$ cat src/dtct_pkg.sv
package dtct_pkg;

  // oscillator divider feeding both counters
  localparam int unsigned OSC_DIV       = 32;
  localparam int unsigned PRE_W         = $clog2(OSC_DIV);
  localparam logic [PRE_W-1:0] PRE_LAST = PRE_W'(OSC_DIV - 1);
  localparam logic [PRE_W-1:0] PRE_RST  = '0;

  // fixed timebase counter
  localparam logic [7:0] CNT1_TOP = 8'hF9;
  localparam logic [7:0] CNT1_RST = 8'h00;

  // auto-reload counter
  localparam logic [7:0] CNT2_TOP = 8'hFF;
  localparam logic [7:0] CNT2_RST = 8'h00;
  localparam logic [7:0] RELOAD_RST = 8'h00;

  // capture register
  localparam logic [7:0] CAP_RST = 8'h00;

  // cycles of the block clock between fixed timebase ticks
  localparam int unsigned TICK1_CYCLES = OSC_DIV * (int'(CNT1_TOP) + 1);

  // capture flag state right after reset (undefined in hardware)
  localparam logic CAP_FLAG_RST = 1'b0;

  typedef struct packed {
    logic tick1;
    logic tick2;
    logic capture;
  } dtct_events_t;

  typedef struct packed {
    logic tick1;
    logic tick2;
    logic capture;
  } dtct_enables_t;

  typedef struct packed {
    logic wait_mode;
    logic active_halt_mode;
    logic halt_mode;
  } dtct_power_t;

endpackage

$ cat src/dtct_timer.sv
`timescale 1ns/1ns
// What this block does
// hidden fixed counter counts up from zero
// fixed counter wraps F9h to 00h, overflow
// period select bit doubles fixed tick period
// fixed overflow sets tick1 flag, gated irq
// reading first status register clears tick1 flag
// readable reload counter starts from reload value
// reload counter reloads after FFh overflow
// reload writes take effect at next overflow
// reload overflow sets tick2 flag, gated irq
// reading second status register clears tick2 flag
// reload period programmable in 256 steps
// pin edge latches fixed count, sets flag
// capture irq gated; capture read clears flag
// no capture update while capture flag set
// halt stops counters; other modes ignored
// three separate gated interrupt request lines
// software reads capture once after reset
// tick1 wakes wait/active-halt; others only wait
module dtct_timer (
  input  wire logic                  sys_clk,
  input  wire logic                  sys_rst,
  input  wire dtct_pkg::dtct_power_t power_mode,
  input  wire logic                  period_double_sel,
  input  wire dtct_pkg::dtct_enables_t irq_en,
  input  wire logic                  reload_wr,
  input  wire logic [7:0]            reload_wdata,
  input  wire logic                  rd_first_ctrl_status,
  input  wire logic                  rd_second_ctrl_status,
  input  wire logic                  rd_capture_value,
  input  wire logic                  capture_pin,
  output logic [7:0]                 reload_value_reg,
  output logic [7:0]                 reload_counter_reg,
  output logic [7:0]                 capture_value_reg,
  output dtct_pkg::dtct_events_t     flags,
  output dtct_pkg::dtct_events_t     irq_req,
  output logic                       wake_req
);

  logic [dtct_pkg::PRE_W-1:0] pre_r;
  logic                       tick_en;
  logic [7:0]                 cnt1_r;
  logic                       half_r;
  logic                       cnt1_wrap;
  logic                       cnt2_wrap;
  dtct_pkg::dtct_events_t     evt;
  dtct_pkg::dtct_events_t     flags_nxt;
  logic                       cap_s1_r;
  logic                       cap_s2_r;
  logic                       cap_s3_r;
  logic                       cap_edge;

  // prescaler: one enable every OSC_DIV clocks, frozen in halt
  always_ff @(posedge sys_clk) begin
    if (sys_rst) begin
      pre_r <= dtct_pkg::PRE_RST;
    end else if (!power_mode.halt_mode) begin
      pre_r <= (pre_r == dtct_pkg::PRE_LAST) ? dtct_pkg::PRE_RST : pre_r + 1'b1;
    end
  end

  assign tick_en = (pre_r == dtct_pkg::PRE_LAST) && !power_mode.halt_mode;

  // fixed timebase counter, not visible outside
  assign cnt1_wrap = tick_en && (cnt1_r == dtct_pkg::CNT1_TOP);

  always_ff @(posedge sys_clk) begin
    if (sys_rst) begin
      cnt1_r <= dtct_pkg::CNT1_RST;
    end else if (tick_en) begin
      cnt1_r <= cnt1_wrap ? dtct_pkg::CNT1_RST : cnt1_r + 8'h01;
    end
  end

  // every second wrap is a tick when the period is doubled
  always_ff @(posedge sys_clk) begin
    if (sys_rst) begin
      half_r <= 1'b0;
    end else if (cnt1_wrap) begin
      half_r <= ~half_r;
    end
  end

  assign evt.tick1 = cnt1_wrap && (!period_double_sel || half_r);

  // reload value register, written by software at any time
  always_ff @(posedge sys_clk) begin
    if (sys_rst) begin
      reload_value_reg <= dtct_pkg::RELOAD_RST;
    end else if (reload_wr) begin
      reload_value_reg <= reload_wdata;
    end
  end

  // auto-reload counter; period is 256 minus reload value enables
  assign cnt2_wrap = tick_en && (reload_counter_reg == dtct_pkg::CNT2_TOP);

  always_ff @(posedge sys_clk) begin
    if (sys_rst) begin
      reload_counter_reg <= dtct_pkg::CNT2_RST;
    end else if (cnt2_wrap) begin
      reload_counter_reg <= reload_value_reg; // see R7 see R8
    end else if (tick_en) begin
      reload_counter_reg <= reload_counter_reg + 8'h01;
    end
  end

  assign evt.tick2 = cnt2_wrap;

  // capture pin synchroniser and edge detect
  always_ff @(posedge sys_clk) begin
    if (sys_rst) begin
      cap_s1_r <= 1'b0;
      cap_s2_r <= 1'b0;
      cap_s3_r <= 1'b0;
    end else begin
      cap_s1_r <= capture_pin;
      cap_s2_r <= cap_s1_r;
      cap_s3_r <= cap_s2_r;
    end
  end

  assign cap_edge    = cap_s2_r ^ cap_s3_r;
  assign evt.capture = cap_edge && !flags.capture;

  // capture register holds the last accepted capture
  always_ff @(posedge sys_clk) begin
    if (sys_rst) begin
      capture_value_reg <= dtct_pkg::CAP_RST;
    end else if (evt.capture) begin
      capture_value_reg <= cnt1_r; // see R12
    end
  end

  // sticky flags; a set in the clearing cycle wins
  always_comb begin
    flags_nxt = flags;
    if (rd_first_ctrl_status) begin
      flags_nxt.tick1 = 1'b0;
    end
    if (rd_second_ctrl_status) begin
      flags_nxt.tick2 = 1'b0;
    end
    if (rd_capture_value) begin
      flags_nxt.capture = 1'b0;
    end
    if (evt.tick1) begin
      flags_nxt.tick1 = 1'b1;
    end
    if (evt.tick2) begin
      flags_nxt.tick2 = 1'b1;
    end
    if (evt.capture) begin
      flags_nxt.capture = 1'b1;
    end
  end

  always_ff @(posedge sys_clk) begin
    if (sys_rst) begin
      flags <= '{tick1: 1'b0, tick2: 1'b0, capture: dtct_pkg::CAP_FLAG_RST};
    end else begin
      flags <= flags_nxt;
    end
  end

  // separate request lines, each gated by its enable
  always_ff @(posedge sys_clk) begin
    if (sys_rst) begin
      irq_req <= '0;
    end else begin
      irq_req.tick1   <= flags_nxt.tick1 && irq_en.tick1; // see R4
      irq_req.tick2   <= flags_nxt.tick2 && irq_en.tick2; // see R9
      irq_req.capture <= flags_nxt.capture && irq_en.capture; // see R13
    end
  end

  // wake-up: tick1 from wait or active-halt, the others from wait only
  always_ff @(posedge sys_clk) begin
    if (sys_rst) begin
      wake_req <= 1'b0;
    end else begin
      wake_req <= (power_mode.wait_mode &&
                   ((flags_nxt.tick1 && irq_en.tick1) ||
                    (flags_nxt.tick2 && irq_en.tick2) ||
                    (flags_nxt.capture && irq_en.capture))) ||
                  (power_mode.active_halt_mode &&
                   flags_nxt.tick1 && irq_en.tick1);
    end
  end
endmodule

$ cat config.mk
export PLATFORM = sky130hd
export DESIGN_NAME = dtct_timer
export DESIGN_NICKNAME = d
export VERILOG_FILES = /design/src/dtct_pkg.sv /design/src/dtct_timer.sv
export SDC_FILE = /design/constraint.sdc
export NUM_CORES = 1
export LEC_CHECK = 0
export BUFFER_PORTS_ARGS = -buffer_cell sky130_fd_sc_hd__buf_2
export CAP_MARGIN = 30
export CELL_PAD_IN_SITES_DETAIL_PLACEMENT = 1
export CELL_PAD_IN_SITES_GLOBAL_PLACEMENT = 1
export CORE_ASPECT_RATIO = 2
export CORE_MARGIN = 1.5
export CORE_UTILIZATION = 39
export DETAILED_ROUTE_END_ITERATION = 8
export PLACE_DENSITY_LB_ADDON = 0.3
export SKIP_LAST_GASP = 1
export SLEW_MARGIN = 20
export SYNTH_ARGS = -nofsm -noshare
export SYNTH_HDL_FRONTEND = slang
export SYNTH_SLANG_ARGS = --single-unit
$ cat constraint.sdc
create_clock -name sys_clk -period 2.41 [get_ports sys_clk]
set_clock_uncertainty 0.05 [all_clocks]
set_input_delay 0.482 -clock sys_clk [delete_from_list [all_inputs] [get_ports sys_clk]]
set_output_delay 0.482 -clock sys_clk [all_outputs]
set_load 0.1 [all_outputs]
# [Word-level counts from Yosys, hierarchy flattened]
# Cells that the tools add are included.
[classes] eq_ne=3 reduce_logical=19 n_lt_le_gt_ge=0 muxes=10 shifts=0 bitwise=2 div_mod_pow=0 mul=0 n_addsub=3
[op_table] cell="8-bit 2-to-1 mux" count=3
[op_table] cell="8-bit by 1-bit adder with 8-bit output (second input constant)" count=2
[op_table] cell="8-bit == test (second input constant)" count=2
[op_table] cell="1-bit logical AND" count=11
[op_table] cell="1-bit 2-to-1 mux" count=6
[op_table] cell="5-bit by 1-bit adder with 5-bit output (second input constant)" count=1
[op_table] cell="5-bit == test (second input constant)" count=1
[op_table] cell="5-bit 2-to-1 mux" count=1
[op_table] cell="1-bit logical OR" count=4
[op_table] cell="1-bit zero test" count=3
[op_table] cell="2-bit nonzero test" count=1
[op_table] cell="1-bit NOT" count=1
[op_table] cell="1-bit XOR" count=1
[totals] romBits=0 mem_bits_rw=0 memories=0 out_inout_bits=31 regBits=48 latch_bits=0 word_cells=53

# [Longest topological paths before layout]
[depth] word_depth=10 ltp_mapped=9 ltp_nobuf=7

# [Worst setup path after synthesis]
# Ideal clock, no wire load.
[synth_path] kind="flip-flop to flip-flop" from="register reload_counter_reg[0]" to="register reload_counter_reg[1]" arrival_ns=2.092 stages_incl_launch_ff=6 t_required_ns=2.269 slack_ns=0.177 path_cell_list="dfxtp_1 ha_1 nand4b_1 nor3_2 nand2_1 a311oi_1"
[synth_between] elab_chain_cells=3 word_cells_on_any_way=6
[synth_rtl] element="from (decl)" line_no="dtct_timer.sv:34" text="output logic [7:0] reload_counter_reg,"
[synth_rtl] element="from (signal assigned)" line_no="dtct_timer.sv:101" text="reload_counter_reg <= dtct_pkg::CNT2_RST;"
[synth_rtl] element="from (signal assigned)" line_no="dtct_timer.sv:103" text="reload_counter_reg <= reload_value_reg;"
[synth_rtl] element="from (signal assigned)" line_no="dtct_timer.sv:105" text="reload_counter_reg <= reload_counter_reg + 8'h01;"
[synth_rtl] element="8-bit by 1-bit adder with 8-bit output / 8-bit == test (equally long branches)" line_no="dtct_timer.sv:105, dtct_timer.sv:97"
[synth_rtl] element="8-bit 2-to-1 mux / 1-bit logical AND (equally long branches)" line_no="dtct_timer.sv:104, dtct_timer.sv:97"
[synth_rtl] element="8-bit 2-to-1 mux / 2-bit nonzero test (equally long branches)"
# Several ways; a longest one is shown, not always the timed one. The select of a mux whose other input is x is not followed.
# A chain may end at the register's enable or synchronous reset.

# [Worst setup path in the final report]
[layout_path] from="register pre_r[0] (netlist bit)" to="register wake_req"
[layout_between] elab_chain_cells=10 word_cells_on_any_way=15
[layout_rtl] element="from (decl)" line_no="dtct_timer.sv:41" text="logic [dtct_pkg::PRE_W-1:0] pre_r;"
[layout_rtl] element="from (signal assigned)" line_no="dtct_timer.sv:57" text="pre_r <= dtct_pkg::PRE_RST;"
[layout_rtl] element="from (signal assigned)" line_no="dtct_timer.sv:59" text="pre_r <= (pre_r == dtct_pkg::PRE_LAST) ? dtct_pkg::PRE_RST : pre_r + 1'b1;"
[layout_rtl] element="5-bit == test *" line_no="dtct_timer.sv:63" text="assign tick_en = (pre_r == dtct_pkg::PRE_LAST) && !power_mode.halt_mode;"
[layout_rtl] element="1-bit logical AND *" line_no="dtct_timer.sv:63"
[layout_rtl] element="1-bit logical AND" line_no="dtct_timer.sv:66" text="assign cnt1_wrap = tick_en && (cnt1_r == dtct_pkg::CNT1_TOP);"
[layout_rtl] element="1-bit logical AND" line_no="dtct_timer.sv:85" text="assign evt.tick1 = cnt1_wrap && (!period_double_sel || half_r);"
[layout_rtl] element="1-bit 2-to-1 mux" line_no="dtct_timer.sv:148" text="if (evt.tick1) begin"
[layout_rtl] element="1-bit logical AND" line_no="dtct_timer.sv:184" text="((flags_nxt.tick1 && irq_en.tick1) ||"
[layout_rtl] element="1-bit logical OR" line_no="dtct_timer.sv:184"
[layout_rtl] element="1-bit logical OR" line_no="dtct_timer.sv:185" text="(flags_nxt.tick2 && irq_en.tick2) ||"
[layout_rtl] element="1-bit logical AND" line_no="dtct_timer.sv:183" text="wake_req <= (power_mode.wait_mode &&"
[layout_rtl] element="1-bit logical OR *" line_no="dtct_timer.sv:186" text="(flags_nxt.capture && irq_en.capture))) ||"
[layout_rtl] element="to (signal assigned)" line_no="dtct_timer.sv:183"
[layout_rtl] element="to (decl)" line_no="dtct_timer.sv:38" text="output logic wake_req"
# Every way passes the cells marked *; elsewhere a longest branch is shown, timed or not.

==> results by group <==
GRT
  – Grt total ovfl: 0
  – Pin count of the biggest net entering global routing: 21
  – GRT Total Usage: 19.8%
  – First-pass GRT wire length: 8180 µm
  – Initial antenna violation count: 0
  – Vias in the first global route: 1,798

CTS
  – Clock-pin transition on the worst setup and hold timing paths: 80 ps
  – H-tree levels: 2
  – Root Buffer: clkbuf_8
  – Num CTS Buffers: 5
  – Sink Count: 48
  – CTS tree: done
  – Clock Path Buffers: 2
  – Worst-Skew Late Latency: 300 ps

Cells and area
  – Antenna cells: 0
  – Nets: 297
  – Multi-input gate area: 0.00103 mm²
  – FILL cells: 636
  – Storage element area: 961 µm²
  – Layout cells sized above 1: 26.3%
  – Non-filler cells in the finished layout: 328
  – Most common cell after layout, fill and taps aside: buf_2
  – Synthesis-to-layout area growth: 20.5%
  – Most frequent cells in the layout: buf_2, dfxtp_1, nor2_1

Critical path
  – Crit start category: register
  – Critical Path AT: 2320 ps
  – Reg2Reg Depth: 7
  – Critical path startpoint: pre_r[0]$_SDFFE_PP0N_
  – Reg2reg start: pre_r[0]$_SDFFE_PP0N_
  – WP data required: 2580 ps
  – Worst flop-to-flop path endpoint: wake_req$_SDFF_PP0_
  – R2r setup slk: 250 ps
  – CP Max Fanout: 9
  – Setup Crit Path Kind: reg -> reg
  – Critical path capture point type: register

Hold path
  – Hold depth: 2
  – Hold path startpoint: capture_pin
  – WHS Endpoint: cap_s1_r$_SDFF_PP0_
  – Hold WC Path Type: in -> reg

Pwr
  – Pleak: 1.11 nW
  – Max VDD drop: 0.465 mV
  – Tot Pwr: 1.51 mW
  – Power per cell area: 612 mW/mm²

Routing
  – Drt pass-1 iters: 4
  – Via-to-Cell Ratio: 5.46
  – DR iter-0 viols: 24
  – Met3 wire len: 173 µm
  – Routed WL per cell: 15.9 µm
  – Top Metal Used: met4
  – Routed WL: 5210 µm
  – Via count: 1,790
  – ANT nets after route: 0
  – DRC: 0
  – Met2 routed WL: 3170 µm
  – Metal-1 WL: 1730 µm

Outcome
  – Status: finished clean

Job
  – Max Cap Viol: 0

Timing
  – RSZ-0062 raised after global routing: no
  – Slew Limit Fails: 0
  – Slew headroom: 58.5%
  – Max Freq: 464 MHz
  – Setup TNS: 0 ps
  – Final worst path period need: 2160 ps
  – Slew @ Worst Pin: 622 ps
  – Final setup viols: 0
  – Final worst path period share: 89.4%
  – Fin. Hold Viols: 0

Place
  – Placed Cells: 321
  – Number of I/O port buffers: 52
  – GP Congestion: 0.800
  – Post-DP HPWL: 4050 µm

Synthesis
  – EDFF count, synth: 0
  – Syn Inst Count: 217
  – Synthesized area: 0.00205 mm²
  – Post-synth top flop: dfxtp_1
  – Post-synth ARST share: 0%
  – Post-synthesis sequential area ratio: 46.8%
  – Syn_nets: 244
  – Largest area contributor in the netlist: dfxtp_1
  – #FFs+latches synth: 48
  – Distinct cells, synth: 42
  – Area contributors post-synth: dfxtp_1, mux2i_1, nor2_1
  – Synth top area share: 46.8%
  – Syn avg cell area: 9.46 µm²
  – Synth warn: 0

Floorplan
  – IO Count: 53
  – Core area: 0.00509 mm²
  – Initial Utilization: 40.3%
  – # rows: 37
  – Die Span Y: 106 µm
  – Area of the die: 0.00573 mm²
  – Die width: 54.3 µm
## layout make-up
cell class | instances | area share, %
flip-flops and latches | 48 | 38.8
well taps | 58 | 2.93
repair buffers | 57 | 12.0
clock buffers | 7 | 3.89
inverters | 3 | 0.455
multi-input cells | 155 | 41.8
## logic make-up after synthesis
logic type                 synth area share, %
adders and majority gates                 3.05
and+or+nand+nor                           24.2
DFF                                       46.8
muxes                                     9.76
xor gates and xnor gates                  3.84
buffers and inverters                     2.87
AOI/OAI and AO/OA                         9.45
## Yosys cell counts, types with 4 or more instances
master    instances
a21oi_1          13
nor2_1           31
ha_1              5
mux2i_1          20
nand2b_1          4
xnor2_1           7
clkbuf_1          6
nand3_1           6
nor2b_1           6
dfxtp_1          48
nand2_1          12
nor3_1           11
## repair_timing
action	in CTS	in global routing
hold buffers	0	0
setup endpoints to repair	0	1
setup buffers	0	0
resized for setup	0	1
## through the flow
step / cell area (µm²) / util (%) / worst slack (ps) / hold slack (ps)
finish: 2470 / 48.6 / 255 / 343
CTS: 2470 / 48.5 / 151 / 346
floorplan: 2050 / - / 177 / 364
detailed placement: 2370 / 46.6 / 158 / 394
global route: 2470 / 48.6 / 81.9 / 353
global placement: 2370 / 46.6 / 267 / 380
## report_power, final
group,internal [mW],switching [mW]
clock network,0.256,0.254
logic,0.0471,0.132
registers,0.808,0.0160
## critical path, stage by stage, from the launching register on
cell      delay, ps
dfxtp_1         390
ha_1            200
and3_1          170
ha_2            290
nand4b_4        170
o41ai_4         430
a222oi_1        160
nor4_1          210
## layer usage
metal,vias up,GRT usage [%]
met1,877,17.2
met2,39,38.2
li1,863,-
met5,-,0
met3,11,4.67
met4,0,9.11
## worst max-delay path by stage
stage	endpoint	cells after the start
finish	wake_req$_SDFF_PP0_	7
global route	wake_req$_SDFF_PP0_	7
CTS	wake_req$_SDFF_PP0_	7
detailed placement	wake_req$_SDFF_PP0_	7
global placement	wake_req$_SDFF_PP0_	7
floorplan	reload_counter_reg[1]$_SDFFE_PP0P_	5
Note: power is estimated with default switching activity, not from simulation.
